`src/inc/eds_pkg.sv`:
```
// Package of constants and types for the Ethernet DMA status and irq block
package eds_pkg;

   // Register byte offsets on the Wishbone slave
   localparam logic [7:0] EDS_OFF_TX_POLL  = 8'h04;
   localparam logic [7:0] EDS_OFF_RX_POLL  = 8'h08;
   localparam logic [7:0] EDS_OFF_STATUS   = 8'h14;
   localparam logic [7:0] EDS_OFF_IRQ_EN   = 8'h1c;
   localparam logic [7:0] EDS_OFF_RX_WDOG  = 8'h24;
   localparam logic [7:0] EDS_OFF_TX_CDESC = 8'h48;
   localparam logic [7:0] EDS_OFF_RX_CDESC = 8'h4c;
   localparam logic [7:0] EDS_OFF_TX_CBUF  = 8'h50;
   localparam logic [7:0] EDS_OFF_RX_CBUF  = 8'h54;

   // Flag positions in the status and enable registers
   localparam int EDS_B_TX_DONE   = 0;
   localparam int EDS_B_TX_STOP   = 1;
   localparam int EDS_B_TX_NODESC = 2;
   localparam int EDS_B_TX_JABBER = 3;
   localparam int EDS_B_RX_OVFL   = 4;
   localparam int EDS_B_TX_UNDFL  = 5;
   localparam int EDS_B_RX_DONE   = 6;
   localparam int EDS_B_RX_NODESC = 7;
   localparam int EDS_B_RX_STOP   = 8;
   localparam int EDS_B_RX_WDTO   = 9;
   localparam int EDS_B_EARLY_TX  = 10;
   localparam int EDS_B_BUS_FAULT = 13;
   localparam int EDS_B_EARLY_RX  = 14;
   localparam int EDS_B_ABN_SUM   = 15;
   localparam int EDS_B_NORM_SUM  = 16;

   // Source groups feeding the two summaries
   localparam logic [16:0] EDS_NORMAL_SRC = 17'h0_4045;
   localparam logic [16:0] EDS_ABNORM_SRC = 17'h0_27ba;
   localparam logic [16:0] EDS_FLAG_MASK  = 17'h1_e7ff;

   // Descriptor word zero bits written back by the DMA
   localparam int EDS_D_OWN    = 31;
   localparam int EDS_D_TX_UF  = 1;
   localparam int EDS_D_TX_JAB = 14;
   localparam int EDS_D_RX_OF  = 11;

   // Jabber limits in bytes and watchdog scaling
   localparam logic [13:0] EDS_JAB_LIMIT   = 14'h0800;
   localparam logic [13:0] EDS_JAB_LIMIT_J = 14'h2800;
   localparam logic [7:0]  EDS_WDOG_SCALE  = 8'h00;

   // Process state codes shown in the status register
   localparam logic [2:0] EDS_CODE_STOP  = 3'h0;
   localparam logic [2:0] EDS_CODE_FETCH = 3'h1;
   localparam logic [2:0] EDS_CODE_XFER  = 3'h7;
   localparam logic [2:0] EDS_CODE_SUSP  = 3'h4;

   typedef enum logic [1:0] {
      EDS_ST_STOP  = 2'h0,
      EDS_ST_FETCH = 2'h1,
      EDS_ST_XFER  = 2'h3,
      EDS_ST_SUSP  = 2'h2
   } eds_proc_t;

   typedef struct packed {
      eds_proc_t        tx_st;
      eds_proc_t        rx_st;
      logic             tx_en_d;
      logic             rx_en_d;
      logic [13:0]      tx_bytes;
      logic             rx_prev_host;
      logic             rx_of_mark;
      logic [16:0]      sts;
      logic [2:0]       err;
      logic [16:0]      inten;
      logic [7:0]       wdog_val;
      logic [15:0]      wdog_cnt;
      logic             wdog_run;
      logic [3:0][31:0] ptr;
      logic [31:0]      wb_dat;
      logic             wb_ack;
      logic             irq;
      logic             tx_fetch;
      logic             rx_fetch;
      logic             tx_wb;
      logic [31:0]      tx_word;
      logic             rx_wb;
      logic [31:0]      rx_word;
   } eds_state_t;

endpackage

```
`src/verilog/eds_dma_status.sv`:
```
// Status, interrupt, watchdog and pointer logic of the Ethernet DMA
`timescale 1ns/1ps
`default_nettype none

module eds_dma_status (
   input  wire logic        clk_i,
   input  wire logic        rst_i,
   input  wire logic        wb_cyc_i,
   input  wire logic        wb_stb_i,
   input  wire logic        wb_we_i,
   input  wire logic [7:0]  wb_adr_i,
   input  wire logic [3:0]  wb_sel_i,
   input  wire logic [31:0] wb_dat_i,
   output logic      [31:0] wb_dat_o,
   output logic             wb_ack_o,
   output logic             irq_o,
   input  wire logic        jumbo_enable_i,
   input  wire logic        tx_enable_i,
   output logic             tx_fetch_o,
   input  wire logic        tx_desc_valid_i,
   input  wire logic        tx_desc_own_i,
   input  wire logic        tx_byte_i,
   input  wire logic        tx_frame_done_i,
   input  wire logic        tx_underflow_i,
   input  wire logic [31:0] tx_frame_status_i,
   output logic             tx_desc_wb_o,
   output logic      [31:0] tx_desc_word0_o,
   input  wire logic        rx_enable_i,
   output logic             rx_fetch_o,
   input  wire logic        rx_desc_valid_i,
   input  wire logic        rx_desc_own_i,
   input  wire logic        rx_frame_start_i,
   input  wire logic        rx_frame_done_i,
   input  wire logic        rx_irq_disable_i,
   input  wire logic        rx_overflow_i,
   input  wire logic        rx_partial_i,
   input  wire logic [31:0] rx_frame_status_i,
   output logic             rx_desc_wb_o,
   output logic      [31:0] rx_desc_word0_o,
   input  wire logic        rx_wdog_timeout_i,
   input  wire logic        early_tx_i,
   input  wire logic        early_rx_i,
   input  wire logic        bus_fault_i,
   input  wire logic [2:0]  bus_fault_kind_i,
   input  wire logic [3:0]  ptr_load_i,
   input  wire logic [31:0] ptr_value_i
);
   import eds_pkg::*;

   eds_state_t r;
   eds_state_t n;

   function automatic logic [31:0] byte_mask(input logic [3:0] sel);
      byte_mask = {{8{sel[3]}}, {8{sel[2]}}, {8{sel[1]}}, {8{sel[0]}}};
   endfunction

   function automatic logic [2:0] state_code(input eds_proc_t st);
      case (st)
         EDS_ST_STOP:  state_code = EDS_CODE_STOP;
         EDS_ST_FETCH: state_code = EDS_CODE_FETCH;
         EDS_ST_XFER:  state_code = EDS_CODE_XFER;
         EDS_ST_SUSP:  state_code = EDS_CODE_SUSP;
         default:      state_code = EDS_CODE_STOP;
      endcase
   endfunction

   logic        bus_hit;
   logic        bus_wr;
   logic [31:0] wmask;
   logic        tx_poll;
   logic        rx_poll;
   logic [16:0] set;
   logic [16:0] clr;
   logic [16:0] flags;
   logic [16:0] live;
   logic [13:0] jab_limit;
   logic        wdog_load;

   always_comb begin
      n = r;
      set = '0;
      clr = '0;
      flags = '0;
      live = '0;
      wdog_load = 1'b0;
      // Ack only every other cycle so a held strobe is taken again on every second cycle
      bus_hit = wb_cyc_i & wb_stb_i & ~r.wb_ack;
      bus_wr = bus_hit & wb_we_i;
      wmask = byte_mask(wb_sel_i);
      // Any written value counts as a poll demand
      tx_poll = bus_wr & (wb_adr_i == EDS_OFF_TX_POLL);
      rx_poll = bus_wr & (wb_adr_i == EDS_OFF_RX_POLL);
      jab_limit = jumbo_enable_i ? EDS_JAB_LIMIT_J : EDS_JAB_LIMIT;
      n.wb_ack = bus_hit;
      n.tx_wb = 1'b0;
      n.rx_wb = 1'b0;
      n.tx_en_d = tx_enable_i;
      n.rx_en_d = rx_enable_i;

      // Transmit process
      case (r.tx_st)
         EDS_ST_STOP: begin
            // A jabber stop holds until software re-arms transmit
            if (tx_enable_i & ~r.tx_en_d) begin
               n.tx_st = EDS_ST_FETCH;
            end
         end
         EDS_ST_FETCH: begin
            if (tx_desc_valid_i) begin
               if (tx_desc_own_i) begin
                  n.tx_st = EDS_ST_XFER;
                  n.tx_bytes = '0;
               end else begin
                  n.tx_st = EDS_ST_SUSP;
                  set[EDS_B_TX_NODESC] = 1'b1;
               end
            end
         end
         EDS_ST_XFER: begin
            if (tx_underflow_i) begin
               n.tx_word = tx_frame_status_i;
               n.tx_word[EDS_D_OWN] = 1'b0;
               n.tx_word[EDS_D_TX_UF] = 1'b1;
               n.tx_wb = 1'b1;
               set[EDS_B_TX_UNDFL] = 1'b1;
               n.tx_st = EDS_ST_SUSP;
            end else if (tx_byte_i & (r.tx_bytes == jab_limit)) begin
               n.tx_word = tx_frame_status_i;
               n.tx_word[EDS_D_OWN] = 1'b0;
               n.tx_word[EDS_D_TX_JAB] = 1'b1;
               n.tx_wb = 1'b1;
               set[EDS_B_TX_JABBER] = 1'b1;
               n.tx_st = EDS_ST_STOP;
            end else if (tx_frame_done_i) begin
               n.tx_word = tx_frame_status_i;
               n.tx_word[EDS_D_OWN] = 1'b0;
               n.tx_wb = 1'b1;
               set[EDS_B_TX_DONE] = 1'b1;
               n.tx_st = EDS_ST_FETCH;
            end else if (tx_byte_i) begin
               n.tx_bytes = r.tx_bytes + 14'h0001;
            end
         end
         EDS_ST_SUSP: begin
            if (tx_poll) begin
               n.tx_st = EDS_ST_FETCH;
            end
         end
         default: begin
            n.tx_st = EDS_ST_STOP;
         end
      endcase
      if (!tx_enable_i) begin
         n.tx_st = EDS_ST_STOP;
      end
      if (n.tx_st == EDS_ST_STOP && r.tx_st != EDS_ST_STOP) begin
         set[EDS_B_TX_STOP] = 1'b1;
      end
      n.tx_fetch = (n.tx_st == EDS_ST_FETCH);

      // Receive process
      case (r.rx_st)
         EDS_ST_STOP: begin
            if (rx_enable_i & ~r.rx_en_d) begin
               n.rx_st = EDS_ST_FETCH;
            end
         end
         EDS_ST_FETCH: begin
            if (rx_desc_valid_i) begin
               n.rx_prev_host = ~rx_desc_own_i;
               if (rx_desc_own_i) begin
                  n.rx_st = EDS_ST_XFER;
                  n.rx_of_mark = 1'b0;
               end else begin
                  n.rx_st = EDS_ST_SUSP;
                  // Repeated refetches of a host descriptor flag once
                  set[EDS_B_RX_NODESC] = ~r.rx_prev_host;
               end
            end
         end
         EDS_ST_XFER: begin
            if (rx_overflow_i) begin
               set[EDS_B_RX_OVFL] = 1'b1;
               n.rx_of_mark = r.rx_of_mark | rx_partial_i;
            end
            if (rx_frame_done_i) begin
               n.rx_word = rx_frame_status_i;
               n.rx_word[EDS_D_OWN] = 1'b0;
               n.rx_word[EDS_D_RX_OF] = n.rx_of_mark;
               n.rx_wb = 1'b1;
               n.rx_st = EDS_ST_FETCH;
               if (!rx_irq_disable_i) begin
                  set[EDS_B_RX_DONE] = 1'b1;
                  n.wdog_run = 1'b0;
               end else if (r.wdog_val != 8'h00) begin
                  n.wdog_cnt = {r.wdog_val, EDS_WDOG_SCALE};
                  n.wdog_run = 1'b1;
                  wdog_load = 1'b1;
               end
            end
         end
         EDS_ST_SUSP: begin
            if (rx_poll | rx_frame_start_i) begin
               n.rx_st = EDS_ST_FETCH;
            end
         end
         default: begin
            n.rx_st = EDS_ST_STOP;
         end
      endcase
      if (!rx_enable_i) begin
         n.rx_st = EDS_ST_STOP;
      end
      if (n.rx_st == EDS_ST_STOP && r.rx_st != EDS_ST_STOP) begin
         set[EDS_B_RX_STOP] = 1'b1;
      end
      n.rx_fetch = (n.rx_st == EDS_ST_FETCH);

      // Receive interrupt watchdog, only when not just reloaded or reset
      if (r.wdog_run && n.wdog_run && !wdog_load) begin
         if (r.wdog_cnt == 16'h0001) begin
            set[EDS_B_RX_DONE] = 1'b1;
            n.wdog_run = 1'b0;
         end else begin
            n.wdog_cnt = r.wdog_cnt - 16'h0001;
         end
      end

      // Events from the data path
      set[EDS_B_RX_WDTO] = rx_wdog_timeout_i;
      set[EDS_B_EARLY_TX] = early_tx_i;
      set[EDS_B_EARLY_RX] = early_rx_i;
      set[EDS_B_BUS_FAULT] = bus_fault_i;
      if (bus_fault_i) begin
         n.err = bus_fault_kind_i;
      end

      // Software writes
      if (bus_wr && wb_adr_i == EDS_OFF_STATUS) begin
         clr = wb_dat_i[16:0] & wmask[16:0] & EDS_FLAG_MASK;
      end
      if (bus_wr && wb_adr_i == EDS_OFF_IRQ_EN) begin
         n.inten = ((r.inten & ~wmask[16:0]) | (wb_dat_i[16:0] & wmask[16:0]))
                   & EDS_FLAG_MASK;
      end
      if (bus_wr && wb_adr_i == EDS_OFF_RX_WDOG && wb_sel_i[0]) begin
         n.wdog_val = wb_dat_i[7:0];
      end

      // Flag update; a new event beats a same-cycle clear
      flags = (r.sts & ~clr) | set;
      if (set[EDS_B_RX_DONE] && !set[EDS_B_EARLY_RX]) begin
         flags[EDS_B_EARLY_RX] = 1'b0;
      end
      live = flags & r.inten;
      flags[EDS_B_NORM_SUM] = (r.sts[EDS_B_NORM_SUM] & ~clr[EDS_B_NORM_SUM])
         | (|(live & EDS_NORMAL_SRC)
            & r.inten[EDS_B_NORM_SUM]);
      flags[EDS_B_ABN_SUM] = (r.sts[EDS_B_ABN_SUM] & ~clr[EDS_B_ABN_SUM])
         | (|(live & EDS_ABNORM_SRC)
            & r.inten[EDS_B_ABN_SUM]);
      n.sts = flags;
      n.irq = flags[EDS_B_NORM_SUM] | flags[EDS_B_ABN_SUM];

      // Pointers follow the DMA only; bus writes never reach them
      for (int i = 0; i < 4; i++) begin
         if (ptr_load_i[i]) begin
            n.ptr[i] = ptr_value_i;
         end
      end

      // Read data; unmapped offsets read as zero
      n.wb_dat = '0;
      if (bus_hit && !wb_we_i) begin
         case (wb_adr_i)
            EDS_OFF_STATUS: begin
               n.wb_dat = {6'h00, r.err, state_code(r.tx_st),
                           state_code(r.rx_st), r.sts};
            end
            EDS_OFF_IRQ_EN: begin
               n.wb_dat = {15'h0000, r.inten};
            end
            EDS_OFF_RX_WDOG: begin
               n.wb_dat = {24'h00_0000, r.wdog_val};
            end
            EDS_OFF_TX_CDESC: begin
               n.wb_dat = r.ptr[0];
            end
            EDS_OFF_RX_CDESC: begin
               n.wb_dat = r.ptr[1];
            end
            EDS_OFF_TX_CBUF: begin
               n.wb_dat = r.ptr[2];
            end
            EDS_OFF_RX_CBUF: begin
               n.wb_dat = r.ptr[3];
            end
            default: begin
               n.wb_dat = '0;
            end
         endcase
      end
   end

   always_ff @(posedge clk_i) begin
      if (rst_i) begin
         r <= '0;
      end else begin
         r <= n;
      end
   end

   assign wb_dat_o        = r.wb_dat;
   assign wb_ack_o        = r.wb_ack;
   assign irq_o           = r.irq;
   assign tx_fetch_o      = r.tx_fetch;
   assign tx_desc_wb_o    = r.tx_wb;
   assign tx_desc_word0_o = r.tx_word;
   assign rx_fetch_o      = r.rx_fetch;
   assign rx_desc_wb_o    = r.rx_wb;
   assign rx_desc_word0_o = r.rx_word;

endmodule

`default_nettype wire

```
`config.mk`:
```
export PLATFORM = sky130hd
export DESIGN_NAME = eds_dma_status
export DESIGN_NICKNAME = d
export VERILOG_FILES = /design/src/inc/eds_pkg.sv /design/src/verilog/eds_dma_status.sv
export SDC_FILE = /design/constraint.sdc
export NUM_CORES = 1
export LEC_CHECK = 0
export BUFFER_PORTS_ARGS = -buffer_cell sky130_fd_sc_hd__buf_2
export CORE_UTILIZATION = 55
export CTS_CLUSTER_DIAMETER = 30
export DETAILED_ROUTE_END_ITERATION = 6
export GPL_ROUTABILITY_DRIVEN = 0
export PLACE_DENSITY = 0.83
export SYNTH_ARGS = -nofsm -noshare
export SYNTH_HDL_FRONTEND = slang
export SYNTH_SLANG_ARGS = --single-unit
export TNS_END_PERCENT = 10
```
`constraint.sdc`:
```
create_clock -name clk_i -period 5.72 [get_ports clk_i]
set_input_delay 0.286 -clock clk_i [delete_from_list [all_inputs] [get_ports clk_i]]
set_output_delay 0.286 -clock clk_i [all_outputs]
set_load 0.03 [all_outputs]
```
==> impl_metrics.csv, run 1 <==
group,metric,value,unit
grt,grt_first_pass_wirelength,57800,um
setup_path,worst_path_largest_cell_delay,710,ps
yosys,synth_top_area_frac,0.463,
setup_path,end_kind,"register",
die,die_width,158,um
sta,number_of_endpoints_with_negative_hold_slack_in_the_final_report,0,
hold_path,worstHoldPathType,"in -> reg",
detailed_routing,drtPass1Iterations,6,
yosys,yosys_warnings,0,
yosys,postSynth.topFlopCell,"dfxtp_1",
sta,min_cycle_time_layout,2770,ps
sta,setup_violations,0,
detailed_routing,detail_route.vias_per_cell,5.82,
grt,grt_start_max_net_pins,88,
yosys,synth_area_in_compound_gates,0.139,
flow_run,max_cap_violations,0,
yosys,synthArstFlopShare,0,
sta,worstMarginPinSlew,1150,ps
yosys,simple_gate_area_share_of_the_yosys_netlist,0.174,
placed_design,hpwl_after_detailed_placement,23700,um
detailed_routing,drcViolationCount,0,
cts,ctsHtreeMaxLevel,2,
grt,initial_antenna_violation_count,10,
cts,root_buffer_cell,"clkbuf_16",
detailed_routing,final_antenna_net_count,0,
cts,cts.reportedPaths.clkPinSlew,50,ps
setup_path,crit_fanout,17,
setup_path,endpoint_required_time_on_the_critical_path,6080,ps
sta,min_period_over_period,0.484,
final_layout,areaGrowthSynthToFinish,22.6,%
sta,maxSlewHeadroom,0.234,
setup_path,critical_path_arrival,3130,ps
sta,unrepaired_setup_endpoints_after_global_routing,"false",
die,fp.coreArea,23600,um^2
yosys,synth-edff-count,0,
setup_path,crit_path_start_kind,"register",
die,dieArea,24800,um^2
detailed_routing,dr.first_iter.drc_count,1212,
pwr,static_leakage,7.01,nW
final_layout,layout-drive-gt1-share,0.224,
cts,cts-buffers-inserted,53,
setup_path,path_cells,"and4b_1 > nand4_1 > o21ai_0 > o21ai_0 > a222oi_1 > nand3_1",
grt,globalRoute.totalOverflow,0,
yosys,synth_cell_types,68,
detailed_routing,route.vias.total,11843,
yosys,xor_and_xnor_fraction_of_the_mapped_netlist_area,0.00329,
cts,clock_path_buffers,3,
yosys,synth_top_area_cell,"dfxtp_1",
die,core.rowCount,56,
sta,finalWorstSetupSlack,2950,ps
detailed_routing,totalWireLength,37600,um
final_layout,fin_nets,1847,
setup_path,path_common_cell,"o21ai_0",
grt,first_global_vias,11395,
pwr,power.density,369,nW/um^2
cts,cts_tree,"yes",
yosys,postSynthRegisterBits,308,
placed_design,detailedPlace.worstSlack,2880,ps
sta,timing.final.max_slew_violations,0,
cts,cts.repair.resized,0,
setup_path,slowest_stage_cell_on_the_critical_path,"and4b_1",
detailed_routing,route.detailed.wl_per_inst,18.5,um
yosys,yosys-mux-area-fraction,0.124,
yosys,synth_sequential_area_ratio,0.463,
yosys,combinational_family_with_the_most_area_after_synthesis,"simple AND/OR/NAND/NOR gates",
run_status,outcome,"complete, no violations",
setup_path,setup.worst_path.class,"reg -> reg",
cts,cts.repair_timing.setup_buffer_count,0,
yosys,post_synth_fa_ha_maj_area_fraction,0.00376,
die,die_y,158,um
sta,max_clock_freq,361,MHz
placed_design,portBuffers,249,
die,boundaryPins,273,
die,initial_core_util,0.564,
grt,groute.usage.overall,0.294,
cts,clock-sinks,308,
yosys,netlist_area,13300,um^2
cts,clkLatencyLatePin,540,ps
sta,worst_clock_skew,19.9,ps
yosys,netlist_top_cells_area,"dfxtp_1, mux2i_1, nor2_1",
yosys,syn-instance-count,1512,
sta,timing.setup.tns,0,ps
yosys,syn-mean-instance-area,8.80,um^2
pwr,largest_vdd_supply_drop,0.000278,V
[synthesized netlist by cell type (7+ instances only)]
| cell | count |
|---|---|
| nor2b_1 | 7 |
| clkbuf_1 | 81 |
| inv_1 | 28 |
| nand3_1 | 21 |
| and2_1 | 16 |
| a222oi_1 | 23 |
| nor3_1 | 12 |
| nand4_1 | 9 |
| a22oi_1 | 29 |
| mux2i_1 | 144 |
| buf_4 | 97 |
| a31oi_1 | 17 |
| a21oi_1 | 132 |
| o21ai_0 | 26 |
| or3_1 | 15 |
| nand2_1 | 157 |
| buf_1 | 14 |
| nor2_1 | 229 |
| mux2_2 | 18 |
| dfxtp_1 | 308 |
| o21ai_1 | 13 |
[timing repair]
action	in CTS	in global routing
setup endpoints to repair	0	0
hold buffers	38	0
hold endpoints to repair	38	0
[final timing paths]
kind	slack [ps]	to	cells past startpoint	startpoint
max	2950	irq_o$_SDFF_PP0_	6	wb_ack_o$_SDFF_PP0_
max reg2reg	2950	irq_o$_SDFF_PP0_	6	wb_ack_o$_SDFF_PP0_
min reg2reg	450	rx_desc_word0_o[28]$_SDFFE_PP0P_	2	rx_desc_word0_o[28]$_SDFFE_PP0P_
min	10	tx_desc_word0_o[2]$_SDFFE_PP0P_	3	tx_frame_status_i[2]
[state kept, by name (all words and copies together), names as in the netlist]
| register | count |
|---|---|
| r | 208 |
| wb_dat_o | 32 |
| rx_desc_word0_o | 31 |
| tx_desc_word0_o | 31 |
| irq_o | 1 |
| rx_desc_wb_o | 1 |
| rx_fetch_o | 1 |
| tx_desc_wb_o | 1 |
| tx_fetch_o | 1 |
| wb_ack_o | 1 |
[cell families (layout without fill, tap and decap cells)]
kind of cell,Yosys count,after routing
AND/OR/NAND/NOR,514,514
XOR/XNOR,5,5
buffers and inverters,225,423
flip-flops,308,308
other,1,6
adder cells (fa/ha/maj),4,4
multiplexers,163,163
AO/OA/AOI/OAI,292,292
[power by group]
group | internal, mW | leakage, nW | switching, mW
Clock | 2.39 | 0.956 | 1.06
Sequential | 2.21 | 2.51 | 0.0405
Combinational | 0.139 | 3.54 | 0.172
[worst max-delay path, delay by kind of cell, from the launching register on]
| family | cells | cell delay (ps) |
|---|---|---|
| AOI/OAI and AO/OA | 3 | 940 |
| DFF | 1 | 310 |
| and+or+nand+nor | 3 | 1350 |
[cell type report]
cell class	instances	area [um^2]
fillers	1733	7290
repair buffers	301	1740
flip-flops and latches	308	6170
diodes	4	10.0
well taps	319	399
multi-input cells	980	5940
clock buffers	63	1420
clock inverters	31	532
inverters	28	105
[layer usage]
layer / share of wire / vias to the layer above / wire length [um] / global-route usage
li1: - / 5509 / - / -
met1: 0.38 / 5658 / 14200 / 0.327
met2: 0.49 / 543 / 18500 / 0.521
met3: 0.090 / 121 / 3400 / 0.0820
met4: 0.036 / 12 / 1360 / 0.130
met5: 0.0020 / - / 74 / 0
[placed cells by master (no fill, tap or decap), drive strengths merged, types with 6 or more instances in the layout]
cell	instances
mux2	19
nand4	9
nand3	21
dfxtp	308
nor3	12
a222oi	23
dlygate4sd3	38
and2	18
clkinv	11
o21ai	39
nor2b	7
nor2	229
mux2i	144
a31oi	17
clkbuf	63
inv	31
a22oi	29
and3	6
nor4	6
bufinv	14
or3	15
nand2	157
buf	263
nor4b	7
a21oi	132
[stage by stage]
step           hold slack (ps)  cell area (um^2)  power [mW]  utilization  cells
6_report                  12.1             16300        6.02        0.691   2034
5_1_grt                   9.57             16300        6.18        0.691   2034
3_5_place_dp               443             14000        2.58        0.592   1898
3_3_place_gp               427             14000        2.56        0.592   1898
2_1_floorplan              392             13300        2.46            -   1513
4_1_cts                   2.41             16300        6.03        0.691   2030
Note: power is estimated with default switching activity, not from simulation.
==> run 2, diff against run 1 <==
- clock period: 5.72 -> 2.8 ns (I/O delays scaled with it)
==> run 2 against run 1 <==
Against the previous run: the run now ends with DRC left; global-route usage rose by 3.0 points; power rose by 100%; non-clock buffer count up 106; sequential power grew 100%; clock skew is 5.9 ps lower; wire length is 11% higher; cell area increased by 5.7%; count of clock-buffer cells in the layout decreased by 8; clock power grew 96%; setup slack got worse by 2600 ps; cell count is 5.2% higher; hold slack improved by 32 ps.
==> impl_metrics.csv, run 2 (same netlist as run 1, synthesis figures left out) <==
group,metric,value,unit
placed_design,placed_cells,1921,
sta,worstMarginPinSlew,862,ps
pwr,power.density,702,nW/um^2
setup_path,reg2reg_from,"r[301]$_SDFFE_PP0P_",
cts,cts-hold-fix-buffers,121,
setup_path,endpoint_required_time_on_the_critical_path,3200,ps
detailed_routing,detail_route.vias_per_cell,5.91,
die,initial_core_util,0.564,
sta,min_period_over_period,0.893,
detailed_routing,totalWireLength,41800,um
grt,initial_antenna_violation_count,3,
cts,cts.repair_timing.setup_buffer_count,0,
final_layout,areaGrowthSynthToFinish,29.7,%
flow_run,max_cap_violations,0,
final_layout,largest_register_ff_count,208,
setup_path,critical_path_arrival,2900,ps
sta,setup_violations,0,
setup_path,crit_fanout,6,
die,core.rowCount,56,
setup_path,end_kind,"register",
cts,cts.reportedPaths.clkPinSlew,50,ps
die,die_width,158,um
detailed_routing,route.detailed.wl_per_inst,19.5,um
final_layout,fin_cells,2140,
pwr,largest_vdd_supply_drop,0.000544,V
sta,timing.setup.tns,0,ps
cts,cts-buffers-inserted,52,
setup_path,setup.worst_path.class,"reg -> reg",
cts,ctsHtreeMaxLevel,2,
die,boundaryPins,273,
sta,maxSlewHeadroom,0.417,
grt,globalRoute.totalOverflow,0,
grt,first_global_vias,12588,
cts,cts_tree,"yes",
detailed_routing,final_antenna_net_count,0,
final_layout,layout-drive-gt1-share,0.226,
setup_path,rrSetupSlack,300,ps
setup_path,crit_path_start_kind,"register",
cts,cts.repair.resized,0,
cts,clock-sinks,308,
die,die_y,158,um
detailed_routing,drcViolationCount,1,
sta,min_cycle_time_layout,2500,ps
sta,max_clock_freq,400,MHz
die,fp.coreArea,23600,um^2
pwr,static_leakage,7.41,nW
sta,worst_clock_skew,14.0,ps
setup_path,crit_path_end,"tx_desc_word0_o[1]$_SDFFE_PP0P_",
setup_path,r2r_end,"tx_desc_word0_o[1]$_SDFFE_PP0P_",
final_layout,layout.cells.most_common,"dfxtp_1",
detailed_routing,dr.first_iter.drc_count,1425,
hold_path,worstHoldPathType,"in -> reg",
pwr,pwr_total,12.1,mW
sta,number_of_endpoints_with_negative_hold_slack_in_the_final_report,0,
grt,grt_first_pass_wirelength,63300,um
final_layout,fin_nets,1952,
final_layout,mostFrequentLayoutCells,"dfxtp_1, buf_2, nor2_1",
detailed_routing,route.vias.total,12658,
run_status,outcome,"finished, violations left",
final_layout,largest_register,"r",
run_status,failed_checks,"DRC",
die,dieArea,24800,um^2
setup_path,worstRegToRegCells,7,
setup_path,crit_start,"r[301]$_SDFFE_PP0P_",
detailed_routing,drtPass1Iterations,7,
grt,groute.usage.overall,0.324,
cts,clkLatencyLatePin,550,ps
placed_design,hpwl_after_detailed_placement,24300,um
sta,unrepaired_setup_endpoints_after_global_routing,"false",
cts,root_buffer_cell,"clkbuf_16",
sta,timing.final.max_slew_violations,0,
grt,grt_start_max_net_pins,171,
placed_design,portBuffers,249,
cts,clock_path_buffers,3,
-- run 2: area by class of cell --
| class | instances | area (um^2) |
|---|---|---|
| fill | 1523 | 6360 |
| sequential | 308 | 6170 |
| multi-input combinational | 980 | 5940 |
| timing repair buffer | 407 | 2750 |
| clock buffer | 55 | 1340 |
| clock inverter | 42 | 538 |
| tap | 319 | 399 |
| inverter | 28 | 105 |
| antenna | 1 | 2.50 |
-- run 2: through the flow --
| step | hold WS [ps] | setup slack (ps) | cell area [um^2] | util |
|---|---|---|---|---|
| after floorplan | 246 | 509 | 13300 | - |
| after global routing | 53.4 | 146 | 17300 | 0.731 |
| after detailed placement | 381 | 278 | 14200 | 0.600 |
| final | 44.2 | 300 | 17300 | 0.731 |
| after CTS | 8.27 | 368 | 17300 | 0.731 |
| after global placement | 373 | 336 | 14200 | 0.600 |
-- run 2: report_power, final --
part           leakage (nW)  total [mW]  internal, mW  switching, mW
registers              2.51        4.60          4.52         0.0788
clock network         0.897        6.75          4.44           2.31
logic                  4.01       0.760         0.362          0.398
-- run 2: per-layer routing --
layer | global-route usage | up-vias | part of all wire | wire length (um)
met5 | 0 | - | 0.00065 | 27
met4 | 0.173 | 4 | 0.043 | 1800
met3 | 0.0760 | 190 | 0.088 | 3680
met2 | 0.583 | 781 | 0.50 | 20700
met1 | 0.352 | 5955 | 0.37 | 15600
li1 | - | 5728 | - | -
-- run 2: how the worst min path moves through the flow --
stage                        startpoint                    end  depth (start not counted)  slack, ps
floorplan                   tx_enable_i  tx_fetch_o$_SDFF_PP0_                          1        250
global placement    bus_fault_kind_i[1]    r[273]$_SDFFE_PP0P_                          3        370
detailed placement  bus_fault_kind_i[1]    r[273]$_SDFFE_PP0P_                          3        380
CTS                         bus_fault_i    r[272]$_SDFFE_PP0P_                          3          8
global route                wb_sel_i[1]      r[283]$_SDFF_PP0_                          4         50
finish                rx_wdog_timeout_i      r[284]$_SDFF_PP0_                          4         40
-- run 2: critical path: stages, from the launching register on --
cell and delay, ps:
dfxtp_1 340, nor4_1 360, nand4b_1 250, or2_1 390, a21o_1 220, nor3_1 150
dlygate4sd3_1 590, nor3_1 40
